`src/timer_pkg.sv`:
```
/*
  Shared constants for the 8-bit compare timer: register byte offsets,
  field positions, reset values and output-select encodings.
  Assumes a 32-bit AXI4-Lite register bus with word-aligned registers.
*/
package timer_pkg;
  localparam logic [7:0] STATUS_OFF = 8'h00;
  localparam logic [7:0] CONTROL_OFF = 8'h04;
  localparam logic [7:0] COUNT_OFF = 8'h08;
  localparam logic [7:0] CMPA_OFF = 8'h0c;
  localparam logic [7:0] CMPB_OFF = 8'h10;
  localparam logic [7:0] IRQ_MASK_OFF = 8'h14;
  localparam logic [7:0] IRQ_STAT_OFF = 8'h18;
  localparam int MATCH_B_POS = 7;
  localparam int MATCH_A_POS = 6;
  localparam int WRAP_POS = 5;
  localparam int RSVD_POS = 4;
  localparam int OSEL_HI_POS = 3;
  localparam int OSEL_LO_POS = 2;
  localparam logic [7:0] STATUS_RESET = 8'h10;
  localparam logic [7:0] COUNT_MAX = 8'hff;
  localparam logic [3:0] CTRL_RESET = 4'h0;
  localparam logic [1:0] OSEL_NONE = 2'h0;
  localparam logic [1:0] OSEL_LOW = 2'h1;
  localparam logic [1:0] OSEL_HIGH = 2'h2;
  localparam logic [1:0] OSEL_TOGGLE = 2'h3;
  localparam int PRESCALE_BITS = 7;
  localparam logic [1:0] RESP_OKAY = 2'h0;
  localparam logic [1:0] RESP_SLVERR = 2'h2;
endpackage

```
`src/compare_timer.sv`:
```
/*
  Eight-bit compare timer with match/wrap flags, output-pin control, an
  AXI4-Lite register slave and a masked level interrupt.
  Assumes one clock, sys_clk, and an external count pin asynchronous to it.
*/
// Our own choices: the register addresses and the AXI4-Lite register port.
`timescale 1ns/1ps
module compare_timer (
  input wire logic sys_clk,
  input wire logic nrst,
  input wire logic ce,
  input wire logic ext_count_in,
  input wire logic [7:0] s_axi_awaddr,
  input wire logic s_axi_awvalid,
  output logic s_axi_awready,
  input wire logic [31:0] s_axi_wdata,
  input wire logic [3:0] s_axi_wstrb,
  input wire logic s_axi_wvalid,
  output logic s_axi_wready,
  output logic [1:0] s_axi_bresp,
  output logic s_axi_bvalid,
  input wire logic s_axi_bready,
  input wire logic [7:0] s_axi_araddr,
  input wire logic s_axi_arvalid,
  output logic s_axi_arready,
  output logic [31:0] s_axi_rdata,
  output logic [1:0] s_axi_rresp,
  output logic s_axi_rvalid,
  input wire logic s_axi_rready,
  output logic timer_output_pin,
  output logic irq
);
  typedef struct packed {
    logic [7:0] count_register;
    logic [7:0] compare_reg_a;
    logic [7:0] compare_reg_b;
    logic match_b_flag;
    logic match_a_flag;
    logic wrap_flag;
    logic [1:0] out_select;
    logic [2:0] clock_sel;
    logic internal_clock_sel;
    logic [2:0] armed;
    logic [2:0] irq_mask;
    logic pin;
    logic [6:0] prescale;
    logic aw_held;
    logic [7:0] aw_addr;
    logic w_held;
    logic [31:0] w_data;
    logic [3:0] w_strb;
    logic bvalid;
    logic [1:0] bresp;
    logic rvalid;
    logic [1:0] rresp;
    logic [31:0] rdata;
  } state_t;

  state_t st_reg;
  state_t st_next;
  logic ext_rise;
  logic ext_fall;
  logic tick;
  logic [7:0] status_byte;
  logic [2:0] flags;
  logic do_write;
  logic do_read;

  edge_sync u_sync (
    .sys_clk(sys_clk),
    .nrst(nrst),
    .ce(ce),
    .async_in(ext_count_in),
    .rise(ext_rise),
    .fall(ext_fall)
  );

  // Falling-edge detect of one prescaler bit, from current and next value.
  function automatic logic div_fall(input logic [6:0] cur,
                                    input logic [6:0] nxt,
                                    input int idx);
    div_fall = cur[idx] & ~nxt[idx];
  endfunction

  // Write merge of one byte lane under its strobe.
  function automatic logic [7:0] lane0(input logic [7:0] old,
                                       input logic [31:0] d,
                                       input logic [3:0] s);
    lane0 = s[0] ? d[7:0] : old;
  endfunction

  // Count-tick selection from the clock-select fields.
  always_comb begin
    logic [6:0] pnext;
    pnext = 7'(st_reg.prescale + 7'h01);
    tick = 1'b0;
    unique case ({st_reg.clock_sel, st_reg.internal_clock_sel})
      4'b0010: tick = div_fall(st_reg.prescale, pnext, 1);
      4'b0011: tick = div_fall(st_reg.prescale, pnext, 2);
      4'b0100: tick = div_fall(st_reg.prescale, pnext, 3);
      4'b0101: tick = div_fall(st_reg.prescale, pnext, 4);
      4'b0110: tick = div_fall(st_reg.prescale, pnext, 5);
      4'b0111: tick = div_fall(st_reg.prescale, pnext, 6);
      4'b1010, 4'b1011: tick = ext_rise;
      4'b1100, 4'b1101: tick = ext_fall;
      4'b1110, 4'b1111: tick = ext_rise | ext_fall;
      default: tick = 1'b0;
    endcase
  end

  // Status byte as software sees it; bit 4 is fixed high.
  always_comb begin
    status_byte = timer_pkg::STATUS_RESET;
    status_byte[timer_pkg::MATCH_B_POS] = st_reg.match_b_flag;
    status_byte[timer_pkg::MATCH_A_POS] = st_reg.match_a_flag;
    status_byte[timer_pkg::WRAP_POS] = st_reg.wrap_flag;
    status_byte[timer_pkg::OSEL_HI_POS] = st_reg.out_select[1];
    status_byte[timer_pkg::OSEL_LO_POS] = st_reg.out_select[0];
  end

  assign flags = {st_reg.match_b_flag, st_reg.match_a_flag,
                  st_reg.wrap_flag};
  assign do_write = st_reg.aw_held & st_reg.w_held & ~st_reg.bvalid;
  assign do_read = s_axi_arvalid & ~st_reg.rvalid;

  // Handshake outputs: accept each write channel once, reads when idle.
  assign s_axi_awready = ~st_reg.aw_held & ~st_reg.bvalid;
  assign s_axi_wready = ~st_reg.w_held & ~st_reg.bvalid;
  assign s_axi_arready = ~st_reg.rvalid;
  assign s_axi_bvalid = st_reg.bvalid;
  assign s_axi_bresp = st_reg.bresp;
  assign s_axi_rvalid = st_reg.rvalid;
  assign s_axi_rresp = st_reg.rresp;
  assign s_axi_rdata = st_reg.rdata;
  assign timer_output_pin = st_reg.pin;
  // Interrupt is a level, so it follows the sticky flags under irq_mask directly.
  assign irq = |(flags & st_reg.irq_mask);

  // Main next-state logic: counter, flags, pin and the register slave.
  always_comb begin
    logic [2:0] clr;
    logic [2:0] set;
    logic [7:0] wb;
    logic mb;
    logic ma;
    logic wr;
    st_next = st_reg;
    clr = 3'h0;
    set = 3'h0;
    wb = 8'h00;
    mb = 1'b0;
    ma = 1'b0;
    wr = 1'b0;
    st_next.prescale = 7'(st_reg.prescale + 7'h01);

    // Counting: a match is judged on the value a tick produces, so a
    // counter parked on a compare value (as after reset) does not keep
    // re-setting a flag that software has just cleared.
    if (tick) begin
      st_next.count_register = 8'(st_reg.count_register + 8'h01);
      wr = (st_reg.count_register == timer_pkg::COUNT_MAX);
      mb = (st_next.count_register == st_reg.compare_reg_b);
      ma = (st_next.count_register == st_reg.compare_reg_a);
    end
    set = {mb, ma, wr};
    // A status read arms each flag it returned as one for a later clear.
    if (do_read && s_axi_araddr == timer_pkg::STATUS_OFF) begin
      st_next.armed = st_reg.armed | flags;
    end

    // Pin action on a match B event.
    if (set[2]) begin
      unique case (st_reg.out_select)
        timer_pkg::OSEL_NONE: st_next.pin = st_reg.pin;
        timer_pkg::OSEL_LOW: st_next.pin = 1'b0;
        timer_pkg::OSEL_HIGH: st_next.pin = 1'b1;
        timer_pkg::OSEL_TOGGLE: st_next.pin = ~st_reg.pin;
      endcase
    end

    // Capture write address and data in whichever order they come.
    if (s_axi_awvalid && s_axi_awready) begin
      st_next.aw_held = 1'b1;
      st_next.aw_addr = s_axi_awaddr;
    end
    if (s_axi_wvalid && s_axi_wready) begin
      st_next.w_held = 1'b1;
      st_next.w_data = s_axi_wdata;
      st_next.w_strb = s_axi_wstrb;
    end

    // Register write once both halves are held.
    if (do_write) begin
      st_next.aw_held = 1'b0;
      st_next.w_held = 1'b0;
      st_next.bvalid = 1'b1;
      st_next.bresp = timer_pkg::RESP_OKAY;
      unique case (st_reg.aw_addr)
        timer_pkg::STATUS_OFF: begin
          wb = lane0(status_byte, st_reg.w_data, st_reg.w_strb);
          // A zero clears a flag only if it was read as one first.
          clr = ~{wb[timer_pkg::MATCH_B_POS], wb[timer_pkg::MATCH_A_POS],
                  wb[timer_pkg::WRAP_POS]} & st_reg.armed;
          st_next.armed = 3'h0;
          st_next.out_select = wb[timer_pkg::OSEL_HI_POS:
                                  timer_pkg::OSEL_LO_POS];
        end
        timer_pkg::CONTROL_OFF: begin
          wb = lane0({4'h0, st_reg.clock_sel, st_reg.internal_clock_sel},
                     st_reg.w_data, st_reg.w_strb);
          st_next.clock_sel = wb[3:1];
          st_next.internal_clock_sel = wb[0];
        end
        timer_pkg::COUNT_OFF:
          st_next.count_register = lane0(st_reg.count_register,
                                         st_reg.w_data, st_reg.w_strb);
        timer_pkg::CMPA_OFF:
          st_next.compare_reg_a = lane0(st_reg.compare_reg_a,
                                        st_reg.w_data, st_reg.w_strb);
        timer_pkg::CMPB_OFF:
          st_next.compare_reg_b = lane0(st_reg.compare_reg_b,
                                        st_reg.w_data, st_reg.w_strb);
        timer_pkg::IRQ_MASK_OFF: begin
          wb = lane0({5'h00, st_reg.irq_mask}, st_reg.w_data, st_reg.w_strb);
          st_next.irq_mask = wb[2:0];
        end
        timer_pkg::IRQ_STAT_OFF: begin
          // Write-one-to-clear view of the same sticky flags.
          wb = lane0(8'h00, st_reg.w_data, st_reg.w_strb);
          clr = wb[2:0];
        end
        default: st_next.bresp = timer_pkg::RESP_SLVERR;
      endcase
    end
    if (st_reg.bvalid && s_axi_bready) begin
      st_next.bvalid = 1'b0;
    end

    // Read path: data registered, answered one cycle after address.
    if (do_read) begin
      st_next.rvalid = 1'b1;
      st_next.rresp = timer_pkg::RESP_OKAY;
      st_next.rdata = 32'h00000000;
      unique case (s_axi_araddr)
        timer_pkg::STATUS_OFF: begin
          st_next.rdata = {24'h000000, status_byte};
        end
        timer_pkg::CONTROL_OFF:
          st_next.rdata = {28'h0000000, st_reg.clock_sel,
                           st_reg.internal_clock_sel};
        timer_pkg::COUNT_OFF:
          st_next.rdata = {24'h000000, st_reg.count_register};
        timer_pkg::CMPA_OFF:
          st_next.rdata = {24'h000000, st_reg.compare_reg_a};
        timer_pkg::CMPB_OFF:
          st_next.rdata = {24'h000000, st_reg.compare_reg_b};
        timer_pkg::IRQ_MASK_OFF:
          st_next.rdata = {29'h00000000, st_reg.irq_mask};
        timer_pkg::IRQ_STAT_OFF:
          st_next.rdata = {29'h00000000, flags};
        default: st_next.rresp = timer_pkg::RESP_SLVERR;
      endcase
    end
    if (st_reg.rvalid && s_axi_rready) begin
      st_next.rvalid = 1'b0;
    end

    // Flag update; a simultaneous event beats the clear.
    st_next.match_b_flag = set[2] | (st_reg.match_b_flag & ~clr[2]);
    st_next.match_a_flag = set[1] | (st_reg.match_a_flag & ~clr[1]);
    st_next.wrap_flag = set[0] | (st_reg.wrap_flag & ~clr[0]);
  end

  always_ff @(posedge sys_clk or negedge nrst) begin
    if (!nrst) begin
      st_reg <= '0;
    end else if (ce) begin
      st_reg <= st_next;
    end
  end
endmodule

```
`src/edge_sync.sv`:
```
/*
  Two-flop synchroniser with edge detection for the external count input.
  Assumes the input is asynchronous to sys_clk.
*/
`timescale 1ns/1ps
module edge_sync (
  input wire logic sys_clk,
  input wire logic nrst,
  input wire logic ce,
  input wire logic async_in,
  output logic rise,
  output logic fall
);
  typedef struct packed {
    logic meta;
    logic sync;
    logic last;
  } sync_state_t;
  sync_state_t st_reg;
  sync_state_t st_next;

  // The first flop only feeds the second; edges use later stages.
  always_comb begin
    st_next = st_reg;
    st_next.meta = async_in;
    st_next.sync = st_reg.meta;
    st_next.last = st_reg.sync;
  end

  always_ff @(posedge sys_clk or negedge nrst) begin
    if (!nrst) begin
      st_reg <= '0;
    end else if (ce) begin
      st_reg <= st_next;
    end
  end

  // Edge strobes are combinational from registered stages.
  assign rise = ce & st_reg.sync & ~st_reg.last;
  assign fall = ce & ~st_reg.sync & st_reg.last;
endmodule

```
`config.mk`:
```
export PLATFORM = sky130hd
export DESIGN_NAME = compare_timer
export DESIGN_NICKNAME = d
export VERILOG_FILES = /design/src/timer_pkg.sv /design/src/compare_timer.sv /design/src/edge_sync.sv
export SDC_FILE = /design/constraint.sdc
export NUM_CORES = 1
export LEC_CHECK = 0
export BUFFER_PORTS_ARGS = -buffer_cell sky130_fd_sc_hd__buf_2
export CAP_MARGIN = 20
export CORE_UTILIZATION = 40
export CTS_BUF_LIST = sky130_fd_sc_hd__clkbuf_4 sky130_fd_sc_hd__clkbuf_8
export DETAILED_ROUTE_END_ITERATION = 8
export GPL_TIMING_DRIVEN = 0
export PLACE_DENSITY = 0.64
export SETUP_SLACK_MARGIN = 0.15
export SLEW_MARGIN = 5
export SYNTH_ARGS = -nofsm -noshare
export SYNTH_HDL_FRONTEND = slang
export SYNTH_HIERARCHICAL = 1
export SYNTH_SLANG_ARGS = --single-unit
```
`constraint.sdc`:
```
create_clock -name sys_clk -period 2.7 [get_ports sys_clk]
set_clock_uncertainty 0.2 [all_clocks]
set_input_delay 0.405 -clock sys_clk [delete_from_list [all_inputs] [get_ports sys_clk]]
set_output_delay 0.405 -clock sys_clk [all_outputs]
set_load 0.005 [all_outputs]
```
* Word level (Yosys, flattened, before mapping)
Index checks and enable logic that the tools add are counted.
** Word-level totals
- Register bits after elaboration :: 134
- Input port bits :: 61
- Output and inout port bits :: 43
- Word-level logic and storage cells :: 168
** Cells by class
- Add/subtract/negate cells :: 2
- Eq/ne operators :: 31
- Muxes and demuxes :: 33
- Bitwise logic cells :: 43
- Reductions and logical operators :: 33
** Operators with widths (count)
- $mux 8 :: 8
- $pmux 8 s7 :: 1
- $eq 8x5->1 const B :: 6
- $mux 37 :: 1
- $mux 35 :: 1
- $eq 8x4->1 const B :: 4
- $eq 4x4->1 const B :: 6
- $mux 24 :: 1
- $mux 3 :: 7
- $reduce_and 4->1 :: 5
- $and 1x1->1 :: 18
- $reduce_and 2->1 :: 9
- $not 1->1 :: 17
- $eq 4x3->1 const B :: 4
- $eq 8x3->1 const B :: 2
- $eq 8x8->1 :: 2
- $logic_not 8->1 :: 2
- $reduce_or 7->1 :: 2
- $mux 9 :: 1
- $pmux 1 s9 :: 1
- $add 8x1->8 const B :: 1
- $eq 4x2->1 const B :: 2
- $eq 8x8->1 const B :: 1
- $reduce_bool 2->1 :: 4
- other kinds (18) :: 36

* Logic depth before layout (Yosys ltp)
- Word-level depth :: 8
- Gate-level depth with buffers :: 10
- Gate-level depth less buffers :: 10

* By module
The synthesis kept the hierarchy.
** By module, submodules not included
- compare_timer :: instances 1, cells an instance 440, area an instance 4478.0 µm²
- edge_sync :: instances 1, cells an instance 8, area an instance 128.9 µm²

* Worst setup path after synthesis
OpenSTA, ideal clock, no wires.
- Path type :: register to register
- Start :: register st_reg[84] (netlist bit)
- End :: register st_reg[125] (netlist bit)
- Data arrival time :: 2.215 ns
- Data required time :: 2.435 ns
- Setup slack :: 0.220 ns
- Stages on the path, launching flop included :: 11
- Period minus slack after synthesis :: 2.480 ns
- Cell sequence :: dfrtp_1 ha_1 and3_1 and3_1 ha_1 mux2i_1 o22ai_1 a311oi_1 nor2_1 a31oi_1 o22a_1
** On the way
- Word-level cells in the longest chain between the ends :: 7
- Elaborated cells between the ends (all ways) :: 17
- Classes of those cells :: 1 x add/sub; 4 x mux; 12 x bitwise
** Ends and longest elaborated chain
- from (decl) :: line compare_timer.sv:59 : state_t st_reg;
- from (signal assigned) :: line compare_timer.sv:278 : st_reg <= st_next;
- $add 7x1->7 * :: line compare_timer.sv:95 : pnext = 7'(st_reg.prescale + 7'h01);
- $not 1->1 :: line compare_timer.sv:82 : div_fall = cur[idx] & ~nxt[idx];
- $and 1x1->1 :: line compare_timer.sv:82
- $pmux 1 s9 * :: line compare_timer.sv:97 : unique case ({st_reg.clock_sel, st_reg.internal_clock_sel})
- $mux 8 * :: line compare_timer.sv:159 : if (tick) begin
- $mux 8 :: line compare_timer.sv:198 : unique case (st_reg.aw_addr)
- $mux 24 * :: line compare_timer.sv:193 : if (do_write) begin
Mark *: on every way between the ends. The rest lies on a longest branch, timed or not.
A chain may end at the register's enable or synchronous reset.

* Worst setup path after layout
- Start :: register st_reg[85] (netlist bit)
- End :: register st_reg (netlist bit flags[2])
** On the way
- Word-level cells in the longest chain between the ends :: 6
- Elaborated cells between the ends (all ways) :: 16
- Classes of those cells :: 1 x add/sub; 2 x mux; 13 x bitwise
** Ends and longest elaborated chain
- $add 7x1->7 :: line compare_timer.sv:95
- $not 1->1 :: line compare_timer.sv:82
- $and 1x1->1 :: line compare_timer.sv:82
- $pmux 1 s9 * :: line compare_timer.sv:97
- $mux 1 * :: line compare_timer.sv:159
- $or 1x1->1 * :: line compare_timer.sv:269 : st_next.match_b_flag = set[2] | (st_reg.match_b_flag & ~clr[2]);
Marked as above.

==> summary.txt <==
Pwr
  – Pwr per Cell Area: approximately 680 mW/mm2
  – P_leak: between 2 and 3 nW
  – Max VDD drop: roughly 0.00047 V
  – PnR Total Power: roughly 0.0039 W

CTS
  – Num CTS Buffers: 9
  – CTS max path bufs: 2
  – CTS tree: yes
  – Clock slew at reported path FFs: roughly 0.1 ns
  – Clk_lat worst skew: approximately 0.38 ns
  – Htree depth: 3
  – Clk sinks: 81
  – Root Buffer: clkbuf_8

Cells and area
  – Share of cells above drive strength 1: 37.48%
  – Synth-to-Final Area Change: 23.19%
  – Antenna diodes: 0
  – Nets: between 600 and 700
  – Finished Core Util: between 50% and 60%
  – Max reg flops: 62

GRT
  – Initial antenna violation count: 0
  – Total grt overflow: 0
  – Vias in the first global route: 3,657
  – Largest net degree at the start of global routing: 50
  – GRT Overall Usage: 20.05%
  – First-pass GRT wire length: between 15 and 20 mm

Run
  – Max Cap Viol: 0

Synthesis
  – Post-Syn Instances: 448
  – Post-Synth XOR/XNOR Area: under 10%
  – Compound-Gate Fraction of Synth Area: between 10% and 20%
  – Asr flop ratio synth: 100.0%
  – Yosys cell types: 62
  – #FFs+latches synth: between 80 and 90
  – EDFF count, synth: 0
  – Largest family of logic cells by synthesized area: compound AO/OA/AOI/OAI gates
  – Register area share after synthesis: about 44%
  – Yosys Warn Count: 6
  – Synth Flop Type: dfrtp_1
  – Mapped cell area: 0.004607 mm2
  – Simple-gate share of the synthesized area: between 10% and 20%
  – Adder-cell area share of the yosys netlist: roughly 2.2%
  – Multiplexer share of the synthesized area: between 10% and 20%
  – Avg Synthesized Cell Area: between 10 and 15 um2

Drt
  – Drt first pass iters: 5
  – Final wirelength: 11.25 mm
  – 1st-iter DRT viols: between 150 and 200
  – DRC: 0
  – Wire per inst: 16.19 um
  – DR vias/cell: ~5.3
  – Detail Route Antenna Nets: 0
  – Via count: 3,704

Die
  – Core box area: ~0.011 mm2
  – Rows: 38
  – IO Count: approximately 100
  – Die Footprint: 0.01195 mm2
  – DIE HEIGHT: ~110 um
  – Die Wd: around 110 um
  – Initial Util: between 40% and 50%

Timing
  – Worst slew margin: 42.41%
  – Endpoints failing setup: 0
  – Post-route clock period utilization: 94.19%
  – Final Hold Fails: 0
  – Setup repair after global routing missed its margin: true
  – Tightest Pin Transition: around 0.86 ns
  – WHS: approximately 0.041 ns
  – Min Clock Period, post-route: 2.543 ns
  – Max-slew violation count: 0
  – Fmax: roughly 0.4 GHz

Critical path
  – Worst path max stage delay: around 0.4 ns
  – Critical Path RT: about 2.8 ns
  – Critical path depth: 10
  – CP Cell Sequence: ha_2, and3_4, and3_4, ha_4, mux2i_4, o22ai_2, a311o_2, o211a_1, and3_4, nand2b_4
  – Top delay family on crit path: compound AO/OA/AOI/OAI gates
  – Buf/Inv on CP: 0
  – Crit-path slowest cell: dfrtp_1
  – Critical path arrival: 2.60 ns
  – Crit-path max FO: 5
  – Worst reg-to-reg path cell count: 10
  – Most common cell on crit path: and3_4
  – Critical path class: flop to flop
  – Setup crit start kind: flop
  – Worst Setup End Kind: flop

Status
  – Status: finished clean

Min path
  – Min-delay worst type: input port to flop
  – Hold Path Stages: 3

Placement
  – Routability cong.: between 0.8 and 0.9
  – Detail Placement HPWL: roughly 8.2 mm
  – PortBufs: between 40 and 50
## per-layer routing
layer  track usage (%)  wire length, um  vias to the layer above
met5                 0                0                        -
met4             6.571              170                        0
met2             32.70             5295                      139
met1             26.48             5110                     1786
met3             4.386              676                       12
li1                  -                -                     1767
## power breakdown
group / internal, W / switching, W / total [W]
Combinational: 0.000528 / 0.000477 / 0.00101
Clock: 0.000540 / 0.000502 / 0.00104
Sequential: 0.00148 / 0.000340 / 0.00182
Total: 0.00255 / 0.00132 / 0.00387
## final timing paths
| check | end | startpoint | slack (ns) |
|---|---|---|---|
| hold / removal | st_reg[49] | s_axi_wdata[7] | 0.04 |
| setup reg to reg | flags[2] | st_reg[85] | 0.16 |
| setup / recovery | flags[2] | st_reg[85] | 0.16 |
| max in group asynchronous | st_reg[117] | nrst | 1.40 |
| hold reg to reg | s_axi_rdata[2] | s_axi_rdata[2] | 0.29 |
| min in group asynchronous | st_reg[42] | nrst | 0.30 |
## synth_stat cells, types with 10 or more instances
master   number  area [um2]
dfrtp_1      81        2027
mux2_2       48       540.5
nand2_1      40       150.1
buf_4        36       270.3
nor2_1       27       101.4
o21ai_0      20       100.1
a21oi_1      18       90.09
xnor2_1      14       122.6
a31oi_1      10       62.56
inv_1        10       37.54
nand3_1      10       50.05
## layout make-up
type | count | area (um2)
fill | 1016 | 5355
multi-input combinational | 328 | 2432
sequential | 81 | 2028
timing repair buffer | 66 | 417.9
buffer | 54 | 354.1
tap | 140 | 175.2
clock buffer | 9 | 123.9
clock inverter | 7 | 106.4
inverter | 10 | 37.54
## through the flow
| stage | std cells | instance area (um2) | TNS (ns) | setup WS (ns) |
|---|---|---|---|---|
| CTS | 688 | 5559 | 0 | 0.09606 |
| global route | 695 | 5675 | 0 | 0.07176 |
| floorplan | 473 | 4701 | 0 | 0.2198 |
| global placement | 662 | 5121 | -2.726 | -0.2557 |
| finish | 695 | 5675 | 0 | 0.1567 |
| detailed placement | 663 | 5151 | -3.089 | -0.2770 |
## layout by cell type, fill, tap and decap left out, types with 10 or more instances in the layout
master	count
buf_4	49
nand3_1	10
nor2_1	24
nand2_1	40
a31oi_1	10
xnor2_1	14
inv_1	10
a21oi_1	14
conb_1	26
o21ai_0	20
mux2_2	48
dfrtp_1	80
buf_2	54
## worst register-to-register path, cell delays in order (launching register included)
cell	delay (ns)
dfrtp_1	0.40
ha_2	0.19
and3_4	0.18
and3_4	0.18
ha_4	0.15
mux2i_4	0.13
o22ai_2	0.11
a311o_2	0.39
o211a_1	0.18
and3_4	0.18
nand2b_4	0.12
## cell families (layout without fill, tap and decap cells)
group | count (synthesis) | after routing
AND/OR/NAND/NOR | 122 | 122
adder cells (fa/ha/maj) | 8 | 8
AO/OA/AOI/OAI | 93 | 93
buffers and inverters | 64 | 146
other | 1 | 26
multiplexers | 57 | 57
flip-flops | 81 | 81
XOR/XNOR | 22 | 22
## repair_timing
| item | in CTS | in global routing |
|---|---|---|
| buffers inserted | 8 | 7 |
| endpoints found under the hold margin | 32 | 0 |
| setup endpoints to repair | 21 | 27 |
| pin swaps | 8 | 5 |
| resized for setup | 22 | 16 |
| hold buffers | 1 | 0 |
No activity file was read; power rests on OpenSTA's default activity.
